<file path="src/rtl/pes_regs.svh">
/*
  Constants of the programmer status indicator: bus offsets, field positions,
  reset values and timing counts.
  Assumes a 40 MHz system clock and that the firmware reports its events over APB.
*/
`ifndef PES_REGS_SVH
`define PES_REGS_SVH

// ---------------------------------------------------------------
// timing
// ---------------------------------------------------------------
`define PES_CLK_HZ 40000000
`define PES_START_MIN_MS 200
`define PES_START_MIN_CYC ((`PES_CLK_HZ / 1000) * `PES_START_MIN_MS)
`define PES_BLINK_HALF_MS 250
`define PES_BLINK_HALF_CYC ((`PES_CLK_HZ / 1000) * `PES_BLINK_HALF_MS)
`define PES_CNT_W 24

// ---------------------------------------------------------------
// register offsets
// ---------------------------------------------------------------
`define PES_OFF_EVENT 12'h000
`define PES_OFF_CTRL 12'h004
`define PES_OFF_STATUS 12'h008

// ---------------------------------------------------------------
// event register bits, write one to report
// ---------------------------------------------------------------
`define PES_EV_BOOT_OK 0
`define PES_EV_BOOT_FAIL 1
`define PES_EV_CRC_OK 2
`define PES_EV_CRC_FAIL 3
`define PES_EV_TGT_OK 4
`define PES_EV_TGT_NORESP 5
`define PES_EV_VERIFY_OK 6
`define PES_EV_VERIFY_FAIL 7
`define PES_EV_W 8

// ---------------------------------------------------------------
// control and status fields
// ---------------------------------------------------------------
`define PES_CTRL_START_EN 0
`define PES_CTRL_RESET 1'h1
`define PES_ST_BURN 0
`define PES_ST_GOOD 1
`define PES_ST_BAD 2
`define PES_ST_LAMP 3
`define PES_ST_BOOT_OK 4
`define PES_ST_BOOT_FAIL 5
`define PES_ST_CRC_ERR 6
`define PES_ST_MEMSEL_BAD 7
`define PES_ST_MEMSEL_LO 8
`define PES_ST_START 11
`define PES_ST_WAIT_TGT 12

// ---------------------------------------------------------------
// selector positions
// ---------------------------------------------------------------
`define PES_MEMSEL_BAD_A 3'h6
`define PES_MEMSEL_BAD_B 3'h7

`endif

</file>
<file path="src/rtl/pes_pkg.sv">
/*
  Types of the programmer status indicator.
  Assumes nothing of its surroundings.
*/
package pes_pkg;
  typedef enum logic [1:0] {
    PES_LAMP_OFF,
    PES_LAMP_STEADY,
    PES_LAMP_BLINK
  } pes_lamp_t;

  typedef enum logic [2:0] {
    PES_IDLE,
    PES_QUAL,
    PES_WAIT_TGT,
    PES_RUN,
    PES_PASS,
    PES_FAIL
  } pes_state_t;
endpackage

</file>
<file path="src/rtl/pes_blink_if.sv">
/*
  Carrier between the status top and its lamp blinker.
  Assumes both ends run on sys_clk.
*/
`timescale 1ns/10ps
interface pes_blink_if;
  pes_pkg::pes_lamp_t lampMode;
  logic phase;
  logic lamp;
  modport gen (input lampMode, output phase, output lamp);
  modport user (output lampMode, input phase, input lamp);
endinterface

</file>
<file path="src/rtl/pes_blinker.sv">
/*
  Lamp blinker: prescales sys_clk into a visible blink phase and drives the lamp.
  Assumes a synchronised active-low reset and a shared clock enable.
*/
`timescale 1ns/10ps
`include "pes_regs.svh"
module pes_blinker #(
  parameter int unsigned BLINK_HALF_CYC = `PES_BLINK_HALF_CYC
) (
  // clock and reset
  input wire logic sys_clk,
  input wire logic sysRst_n,
  input wire logic clk_en,
  // lamp carrier
  pes_blink_if.gen lnk
);
  import pes_pkg::*;

  localparam logic [`PES_CNT_W-1:0] HALF_LAST = `PES_CNT_W'(BLINK_HALF_CYC - 1);

  logic [`PES_CNT_W-1:0] preCnt;

  // ---------------------------------------------------------------
  // prescaler
  // ---------------------------------------------------------------
  always_ff @(posedge sys_clk or negedge sysRst_n) begin
    if (!sysRst_n) begin
      preCnt <= '0;
      lnk.phase <= 1'b0;
    end else if (clk_en) begin
      if (preCnt == HALF_LAST) begin
        preCnt <= '0;
        lnk.phase <= ~lnk.phase;
      end else begin
        preCnt <= preCnt + 1'b1;
      end
    end
  end

  // ---------------------------------------------------------------
  // lamp driver
  // ---------------------------------------------------------------
  always_ff @(posedge sys_clk or negedge sysRst_n) begin
    if (!sysRst_n) begin
      lnk.lamp <= 1'b0;
    end else if (clk_en) begin
      unique case (lnk.lampMode)
        PES_LAMP_STEADY: lnk.lamp <= 1'b1;
        PES_LAMP_BLINK: lnk.lamp <= lnk.phase;
        PES_LAMP_OFF: lnk.lamp <= 1'b0;
        default: lnk.lamp <= 1'b0;
      endcase
    end
  end
endmodule

</file>
<file path="src/rtl/pes_status_top.sv">
/*
  Status and error reporting of a standalone flash programmer: red error lamp,
  test-connector start input and busy / good / bad outputs, with an APB slave
  through which the programmer firmware reports its events.
  Assumes start_request_in and mem_size_sel come from pins, APB runs on sys_clk.
*/
`timescale 1ns/10ps
`include "pes_regs.svh"
module pes_status_top #(
  parameter int unsigned START_MIN_CYC = `PES_START_MIN_CYC,
  parameter int unsigned BLINK_HALF_CYC = `PES_BLINK_HALF_CYC
) (
  // clock, reset, enable
  input wire logic sys_clk,
  input wire logic rst_n,
  input wire logic clk_en,
  // apb slave
  input wire logic psel,
  input wire logic penable,
  input wire logic pwrite,
  input wire logic [11:0] paddr,
  input wire logic [31:0] pwdata,
  output logic [31:0] prdata,
  output logic pready,
  output logic pslverr,
  // test connector and front panel
  input wire logic start_request_in,
  input wire logic [2:0] mem_size_sel,
  output logic burn_in_progress,
  output logic verify_good_out,
  output logic verify_bad_out,
  output logic error_lamp
);
  import pes_pkg::*;

  localparam logic [`PES_CNT_W-1:0] START_LAST = `PES_CNT_W'(START_MIN_CYC - 1);

  logic rstMeta_n;
  logic sysRst_n;
  logic [3:0] pinMeta;
  logic [3:0] pinSync;
  logic startLvl;
  logic startPrev;
  logic [2:0] memSel;
  logic memselBad;
  logic addrHit;
  logic apbWrite;
  logic [`PES_EV_W-1:0] evt;
  logic startEn;
  logic bootOk;
  logic bootFail;
  logic crcErr;
  logic runAllowed;
  logic [`PES_CNT_W-1:0] startCnt;
  pes_state_t state;
  pes_state_t next_state;
  pes_blink_if blk ();

  // ---------------------------------------------------------------
  // reset release and pin synchronisers
  // ---------------------------------------------------------------
  always_ff @(posedge sys_clk or negedge rst_n) begin
    if (!rst_n) begin
      rstMeta_n <= 1'b0;
      sysRst_n <= 1'b0;
    end else begin
      rstMeta_n <= 1'b1;
      sysRst_n <= rstMeta_n;
    end
  end

  always_ff @(posedge sys_clk or negedge sysRst_n) begin
    if (!sysRst_n) begin
      pinMeta <= 4'h0;
      pinSync <= 4'h0;
      startPrev <= 1'b0;
    end else if (clk_en) begin
      pinMeta <= {start_request_in, mem_size_sel};
      pinSync <= pinMeta;
      startPrev <= pinSync[3];
    end
  end

  assign startLvl = pinSync[3];
  assign memSel = pinSync[2:0];
  assign memselBad = (memSel == `PES_MEMSEL_BAD_A) || (memSel == `PES_MEMSEL_BAD_B);

  // ---------------------------------------------------------------
  // apb slave, zero wait states, read data registered in setup
  // ---------------------------------------------------------------
  assign addrHit = (paddr == `PES_OFF_EVENT) || (paddr == `PES_OFF_CTRL) ||
                   (paddr == `PES_OFF_STATUS);
  assign pready = psel & penable & clk_en;
  assign pslverr = pready & ~addrHit;
  assign apbWrite = pready & pwrite;
  assign evt = (apbWrite && paddr == `PES_OFF_EVENT) ? pwdata[`PES_EV_W-1:0] : '0;

  always_ff @(posedge sys_clk or negedge sysRst_n) begin
    if (!sysRst_n) begin
      startEn <= `PES_CTRL_RESET;
    end else if (apbWrite && paddr == `PES_OFF_CTRL) begin
      startEn <= pwdata[`PES_CTRL_START_EN];
    end
  end

  always_ff @(posedge sys_clk or negedge sysRst_n) begin
    if (!sysRst_n) begin
      prdata <= 32'h0000_0000;
    end else if (clk_en && psel && !penable) begin
      prdata <= 32'h0000_0000;
      if (paddr == `PES_OFF_CTRL) begin
        prdata[`PES_CTRL_START_EN] <= startEn;
      end else if (paddr == `PES_OFF_STATUS) begin
        prdata[`PES_ST_BURN] <= burn_in_progress;
        prdata[`PES_ST_GOOD] <= verify_good_out;
        prdata[`PES_ST_BAD] <= verify_bad_out;
        prdata[`PES_ST_LAMP] <= error_lamp;
        prdata[`PES_ST_BOOT_OK] <= bootOk;
        prdata[`PES_ST_BOOT_FAIL] <= bootFail;
        prdata[`PES_ST_CRC_ERR] <= crcErr;
        prdata[`PES_ST_MEMSEL_BAD] <= memselBad;
        prdata[`PES_ST_MEMSEL_LO +: 3] <= memSel;
        prdata[`PES_ST_START] <= startLvl;
        prdata[`PES_ST_WAIT_TGT] <= (state == PES_WAIT_TGT);
      end
    end
  end

  // ---------------------------------------------------------------
  // power-up and image health
  // ---------------------------------------------------------------
  always_ff @(posedge sys_clk or negedge sysRst_n) begin
    if (!sysRst_n) begin
      bootOk <= 1'b0;
      bootFail <= 1'b0;
    end else if (clk_en) begin
      if (evt[`PES_EV_BOOT_FAIL]) begin
        bootFail <= 1'b1;
        bootOk <= 1'b0;
      end else if (evt[`PES_EV_BOOT_OK] && !bootFail) begin
        bootOk <= 1'b1;
      end
    end
  end

  always_ff @(posedge sys_clk or negedge sysRst_n) begin
    if (!sysRst_n) begin
      crcErr <= 1'b0;
    end else if (clk_en) begin
      if (evt[`PES_EV_CRC_FAIL]) begin
        crcErr <= 1'b1;
      end else if (evt[`PES_EV_CRC_OK]) begin
        crcErr <= 1'b0;
      end
    end
  end

  assign runAllowed = startEn & bootOk & ~crcErr & ~memselBad;

  // ---------------------------------------------------------------
  // start qualification counter
  // ---------------------------------------------------------------
  always_ff @(posedge sys_clk or negedge sysRst_n) begin
    if (!sysRst_n) begin
      startCnt <= '0;
    end else if (clk_en) begin
      if (state != PES_QUAL) begin
        startCnt <= '0;
      end else if (startCnt != START_LAST) begin
        startCnt <= startCnt + 1'b1;
      end
    end
  end

  // ---------------------------------------------------------------
  // run sequencer
  // ---------------------------------------------------------------
  always_comb begin
    next_state = state;
    unique case (state)
      PES_IDLE, PES_PASS, PES_FAIL: begin
        if (startLvl && !startPrev) begin
          next_state = PES_QUAL;
        end
      end
      PES_QUAL: begin
        if (!startLvl) begin
          next_state = PES_IDLE;
        end else if (startCnt == START_LAST && runAllowed) begin
          next_state = PES_WAIT_TGT;
        end
      end
      PES_WAIT_TGT: begin
        if (evt[`PES_EV_TGT_NORESP]) begin
          next_state = PES_FAIL;
        end else if (evt[`PES_EV_TGT_OK]) begin
          next_state = PES_RUN;
        end
      end
      PES_RUN: begin
        if (evt[`PES_EV_VERIFY_FAIL]) begin
          next_state = PES_FAIL;
        end else if (evt[`PES_EV_VERIFY_OK]) begin
          next_state = PES_PASS;
        end
      end
      default: next_state = PES_IDLE;
    endcase
  end

  always_ff @(posedge sys_clk or negedge sysRst_n) begin
    if (!sysRst_n) begin
      state <= PES_IDLE;
    end else if (clk_en) begin
      state <= next_state;
    end
  end

  // ---------------------------------------------------------------
  // test connector outputs
  // ---------------------------------------------------------------
  always_ff @(posedge sys_clk or negedge sysRst_n) begin
    if (!sysRst_n) begin
      burn_in_progress <= 1'b0;
      verify_good_out <= 1'b0;
      verify_bad_out <= 1'b0;
    end else if (clk_en) begin
      burn_in_progress <= (next_state == PES_RUN);
      verify_bad_out <= (next_state == PES_FAIL);
      verify_good_out <= (next_state == PES_PASS) ||
                         (next_state == PES_RUN && blk.phase);
    end
  end

  // ---------------------------------------------------------------
  // red lamp
  // ---------------------------------------------------------------
  always_comb begin
    if (!bootOk || crcErr || state == PES_FAIL) begin
      blk.lampMode = PES_LAMP_STEADY;
    end else if (memselBad) begin
      blk.lampMode = PES_LAMP_BLINK;
    end else begin
      blk.lampMode = PES_LAMP_OFF;
    end
  end

  pes_blinker #(
    .BLINK_HALF_CYC(BLINK_HALF_CYC)
  ) u_blinker (
    .sys_clk(sys_clk),
    .sysRst_n(sysRst_n),
    .clk_en(clk_en),
    .lnk(blk)
  );

  assign error_lamp = blk.lamp;
endmodule

</file>
<file path="config.mk">
export PLATFORM = sky130hd
export DESIGN_NAME = pes_status_top
export DESIGN_NICKNAME = d
export VERILOG_FILES = /design/src/rtl/pes_pkg.sv /design/src/rtl/pes_blink_if.sv /design/src/rtl/pes_blinker.sv /design/src/rtl/pes_status_top.sv
export VERILOG_INCLUDE_DIRS = /design/src /design/src/rtl
export SDC_FILE = /design/constraint.sdc
export NUM_CORES = 1
export LEC_CHECK = 0
export ABC_CLOCK_PERIOD_IN_PS = 3000
export BUFFER_PORTS_ARGS = -buffer_cell sky130_fd_sc_hd__buf_2
export CORE_UTILIZATION = 55
export DETAILED_ROUTE_END_ITERATION = 10
export GPL_TIMING_DRIVEN = 0
export PLACE_DENSITY = 0.8
export REMOVE_ABC_BUFFERS = 1
export SLEW_MARGIN = 20
export SYNTH_ARGS = -nofsm -noshare
export SYNTH_HDL_FRONTEND = slang
export SYNTH_SLANG_ARGS = --single-unit
</file>
<file path="constraint.sdc">
create_clock -name sys_clk -period 3 [get_ports sys_clk]
set_input_delay 0.3 -clock sys_clk [delete_from_list [all_inputs] [get_ports sys_clk]]
set_output_delay 0.3 -clock sys_clk [all_outputs]
set_load 0.1 [all_outputs]
</file>
# Word-level counts from Yosys, hierarchy flattened
# Index checks and enable logic that the tools add are counted.
# classes
bitwise_logic	11
eq_ne	18
add_sub_neg	2
reduce_logical	29
muxes	22
# op_table
op	n
two-way mux 24 bit	3
adder 24 x 1 -> 24 bit, second input constant	2
== test 24 x 23 -> 1 bit, second input constant	1
== test 24 bit, second input constant	1
inequality test 24 x 23 -> 1 bit, second input constant	1
two-way mux 3 bit	7
== test 3 bit, second input constant	6
two-way mux 13 bit	1
== test 12 x 3 -> 1 bit, second input constant	1
== test 12 x 4 -> 1 bit, second input constant	1
zero test 12 bit	1
two-way mux 12 bit	1
one-hot mux 3 bit (4 select lines)	1
AND reduction 2 bit	5
== test 3 x 2 -> 1 bit, second input constant	3
logical AND 1 bit	8
two-way mux 8 bit	1
bitwise AND 1 bit	7
logical OR 1 bit	6
nonzero test 2 bit	3
two-way mux 1 bit	5
zero test 1 bit	4
two-way mux 2 bit	2
inverter 1 bit	4
7 further kinds	7
# totals
out_inout_bits	38
register_bits	84

# Depth between registers and ports, before layout
# depth
ltp_word	11
mapped_depth	8

# Cells and area by module
# A second synthesis with hierarchy kept.
# unflattened
hier_cells	430
area_unflattened_um2	4460.5
# by_module_without_submodules
mod	area_each_um2	cells_per_inst	seq_area_each_um2	instances
pes_status_top	3103.0	295	1452.6	1
pes_blinker	1357.6	135	650.6	1

# Worst setup path after synthesis
# No wires, ideal clock.
# synth_path
path_type	in2out
startpoint	input paddr[0]
endpoint	output pslverr
t_arrival_ps	2023
t_required_ps	2700
stages	3
path_slack_ps	677
path_buffers	0
cell_sequence	nor4_1 -> and4_1 -> a21oi_1
# synth_between
elab_chain_cells	5
word_cells_on_any_way	7
classes_between	2 x eq/ne; 2 x bitwise; 3 x reduce/logical
# synth_rtl
element	line	text
start, declared	pes_status_top.sv:21	input wire logic [11:0] paddr,
== test 12 x 3 -> 1 bit (no line) / zero test 12 bit (equally long branches)	--	
logical OR 1 bit	pes_status_top.sv:91	assign addrHit = (paddr == `PES_OFF_EVENT) || (paddr == `PES_OFF_CTRL) ||
logical OR 1 bit (*)	pes_status_top.sv:91	
inverter 1 bit (*)	pes_status_top.sv:94	assign pslverr = pready & ~addrHit;
bitwise AND 1 bit (*)	pes_status_top.sv:94	
end, declared	pes_status_top.sv:25	output logic pslverr,
# Every way passes the cells marked *; elsewhere a longest branch is shown, timed or not.

# Worst setup path in the final report
# layout_path
startpoint	input clk_en
endpoint	register prdata[7]
# layout_between
elab_chain_cells	2
# layout_rtl
element	line	text
start, declared	pes_status_top.sv:16	input wire logic clk_en,
logical AND 1 bit (2 in series)	pes_status_top.sv:109	end else if (clk_en && psel && !penable) begin
end signal, assigned by index	pes_status_top.sv:112	prdata[`PES_CTRL_START_EN] <= startEn;
end signal, assigned by index	pes_status_top.sv:114	prdata[`PES_ST_BURN] <= burn_in_progress;
end signal, assigned by index	pes_status_top.sv:115	prdata[`PES_ST_GOOD] <= verify_good_out;
end, declared	pes_status_top.sv:23	output logic [31:0] prdata,
# Every way passes these cells.
# A chain may end at the register's enable or synchronous reset.

==> metrics.csv <==
metric,value,unit
Total Routing Usage GR,0.223,
"most common cell after layout, fill and taps aside",dfrtp_1,
LEAKAGE,0.00215,uW
H-tree depth,3,
initial antenna violation count,0,
clock share of power,0.328,
global-route wire length before repair,14.6,mm
Final Max Slew Viols,0,
layout net count,518,
fmax,438,MHz
asr flop ratio synth,1.00,
Placed Cells,549,
Post-Route WL,8.46,mm
Placeable Area,0.00737,mm2
path depth of the worst reg2reg path,6,
peak fanout along the critical path,36,
Worst Setup End Kind,flip-flop,
initial drt markers,263,
Setup WS pre-CTS,0.0655,ns
Max IR drop VDD,0.458,mV
utilization after layout,0.649,
Setup Buffers After CTS,0,
setup TNS,0,ns
Critical Setup Path Class,in2reg,
number of diodes,0,
Synth cell types,53,
DRT Pass-1 Iters,4,
Final setup viols,0,
post-synthesis simple-gate area fraction,0.231,
Syn Inst Count,412,
max-cap violation count,0,
die width,90.1,um
Switching Share,0.315,
Num CTS Buffers,9,
Layout fillers,580,
Final min period,2.28,ns
post-route insts no fill,566,
mapped cell area,0.00427,mm2
Sw Pwr,801,uW
Remaining DRCs,0,
Post-synth top flop,dfrtp_1,
hold path cells,2,
Post-Place Cell Area,0.00456,mm2
Worst Hold Class,in2reg,
Final HPWL DP,5.94,mm
mux contribution to synthesized area,0.0237,
outcome,completed,
register clock-pin slew on the reported worst setup and hold paths,0.09,ns
post-synthesis adder-cell area fraction,0.00586,
largest net degree at the start of global routing,55,
largest buffer count on any clock path,2,
Yosys reg bits,84,
fraction of layout cells with a size suffix above 1,0.212,
crit share post-route,0.761,
Reg power frac,0.513,
via/cell ratio,5.69,
Port-buffer cells,48,
average cell area after synthesis,10.4,um2
Critical Path AT,2.58,ns
WL per Instance,14.9,um
internal power,1740,uW
Power Density,531,mW/mm2
routability congestion estimate,0.795,
largest family of logic cells by synthesized area,simple AND/OR/NAND/NOR gates,
area grow syn2layout,11.9,%
WP data required,3.30,ns
Final Hold Fails,0,
post-CTS sizing,0,
Worst Skew,0.0133,ns
combinational group share of total power,0.159,
post-synthesis compound-gate area fraction,0.0917,
XOR/XNOR share of the synthesized area,0.0902,
worst skew pair latency,0.36,ns
CP Launch Type,primary input,
CTS sink cnt,84,
Final WS setup,0.716,ns
RSZ-0062 raised after global routing,false,
CTS tree,built,
Antenna Nets Post-Route,0,
fin area,0.00478,mm2
hold_buf cts,1,
"EDFF count, synth",0,
most frequent cells in the layout,"dfrtp_1, nor2_1, buf_2",
sequential element share of the synthesized area,0.492,
vias in the first global route,3143,
worst-margin pin slew,0.739,ns
synth warn,0,
Initial Util,0.580,
Die Y-Extent,90.1,um
Rel. slew slack,0.507,
Core Rows,31,
Die ar.,0.00813,mm2
clk root buf,clkbuf_8,
total vias in the final route,3222,
I/O pins,92,
global route overflow,0,
power groups by stage:
stage          logic (uW)  clock network, uW  registers (uW)
6_report              404                834            1300
4_1_cts               405                851            1300
2_1_floorplan         286                  0            1320
5_1_grt               433                898            1310
3_3_place_gp          362                  0            1330
3_5_place_dp          400                  0            1320
worst max-delay path, stage by stage:
cell and delay [ns]:
buf_2 0.57, nand3b_1 0.63, nor4b_4 0.80, a32o_1 0.26
routing by layer:
layer  wire (um)  part of all wire  track usage
met5           0                 0            0
met4         180             0.021       0.0901
met3         344             0.041       0.0389
met2        4150              0.49        0.376
met1        3780              0.45        0.285
layout make-up:
class	instances	area (um2)	area share
Sequential cell	84	2110	0.440
Multi-Input combinational cell	298	1980	0.415
Timing Repair Buffer	52	297	0.0620
Clock buffer	10	138	0.0288
Tap cell	99	124	0.0259
Clock inverter	6	71.3	0.0149
Inverter	17	63.8	0.0133
final timing paths:
kind                                startpoint  slack, ns             endpoint
setup / recovery                        clk_en       0.72            prdata[7]
hold / removal                       pwdata[1]       0.14               bootOk
setup reg to reg           u_blinker.preCnt[0]       0.82  u_blinker.lnk.phase
hold reg to reg                       sysRst_n       0.25         startCnt[13]
max in group asynchronous             sysRst_n       2.10              startEn
min in group asynchronous             sysRst_n       0.25         startCnt[13]
cells in the mapped netlist, types with 5 or more instances:
library cell | instances | area (um2)
nor4_1 | 7 | 43.8
o21ai_0 | 8 | 40.0
dfrtp_1 | 83 | 2080
nand4_1 | 17 | 106
clkbuf_1 | 6 | 22.5
nor4b_1 | 5 | 43.8
a22o_1 | 12 | 105
nand3_1 | 21 | 105
inv_1 | 17 | 63.8
nor3_1 | 8 | 40.0
nand2_1 | 25 | 93.8
or3_1 | 6 | 37.5
buf_4 | 20 | 150
mux2_2 | 9 | 101
xnor2_1 | 27 | 236
and3_1 | 7 | 43.8
a21oi_1 | 8 | 40.0
nor2_1 | 48 | 180
xor2_1 | 17 | 149
through the flow:
step / hold slack, ns / total power [uW]
floorplan: 0.00441 / 1610
global placement: 0.0859 / 1690
detailed placement: 0.0857 / 1720
CTS: 0.130 / 2560
global route: 0.168 / 2650
finish: 0.143 / 2540
registers in the layout, indices dropped and copies added (netlist names), 3 cells and up:
register          count
state                 3
startCnt             24
prdata               13
u_blinker.preCnt     24
pinSync               4
pinMeta               4
logic make-up (layout without fill, tap and decap cells):
family | Yosys count | in the layout
DFF | 84 | 84
and+or+nand+nor | 173 | 173
buffers and inverters | 48 | 85
muxes | 9 | 9
adders and majority gates | 2 | 2
xor gates and xnor gates | 44 | 44
AOI/OAI and AO/OA | 50 | 50
other | 2 | 20
(Power assumes the default switching activity.)
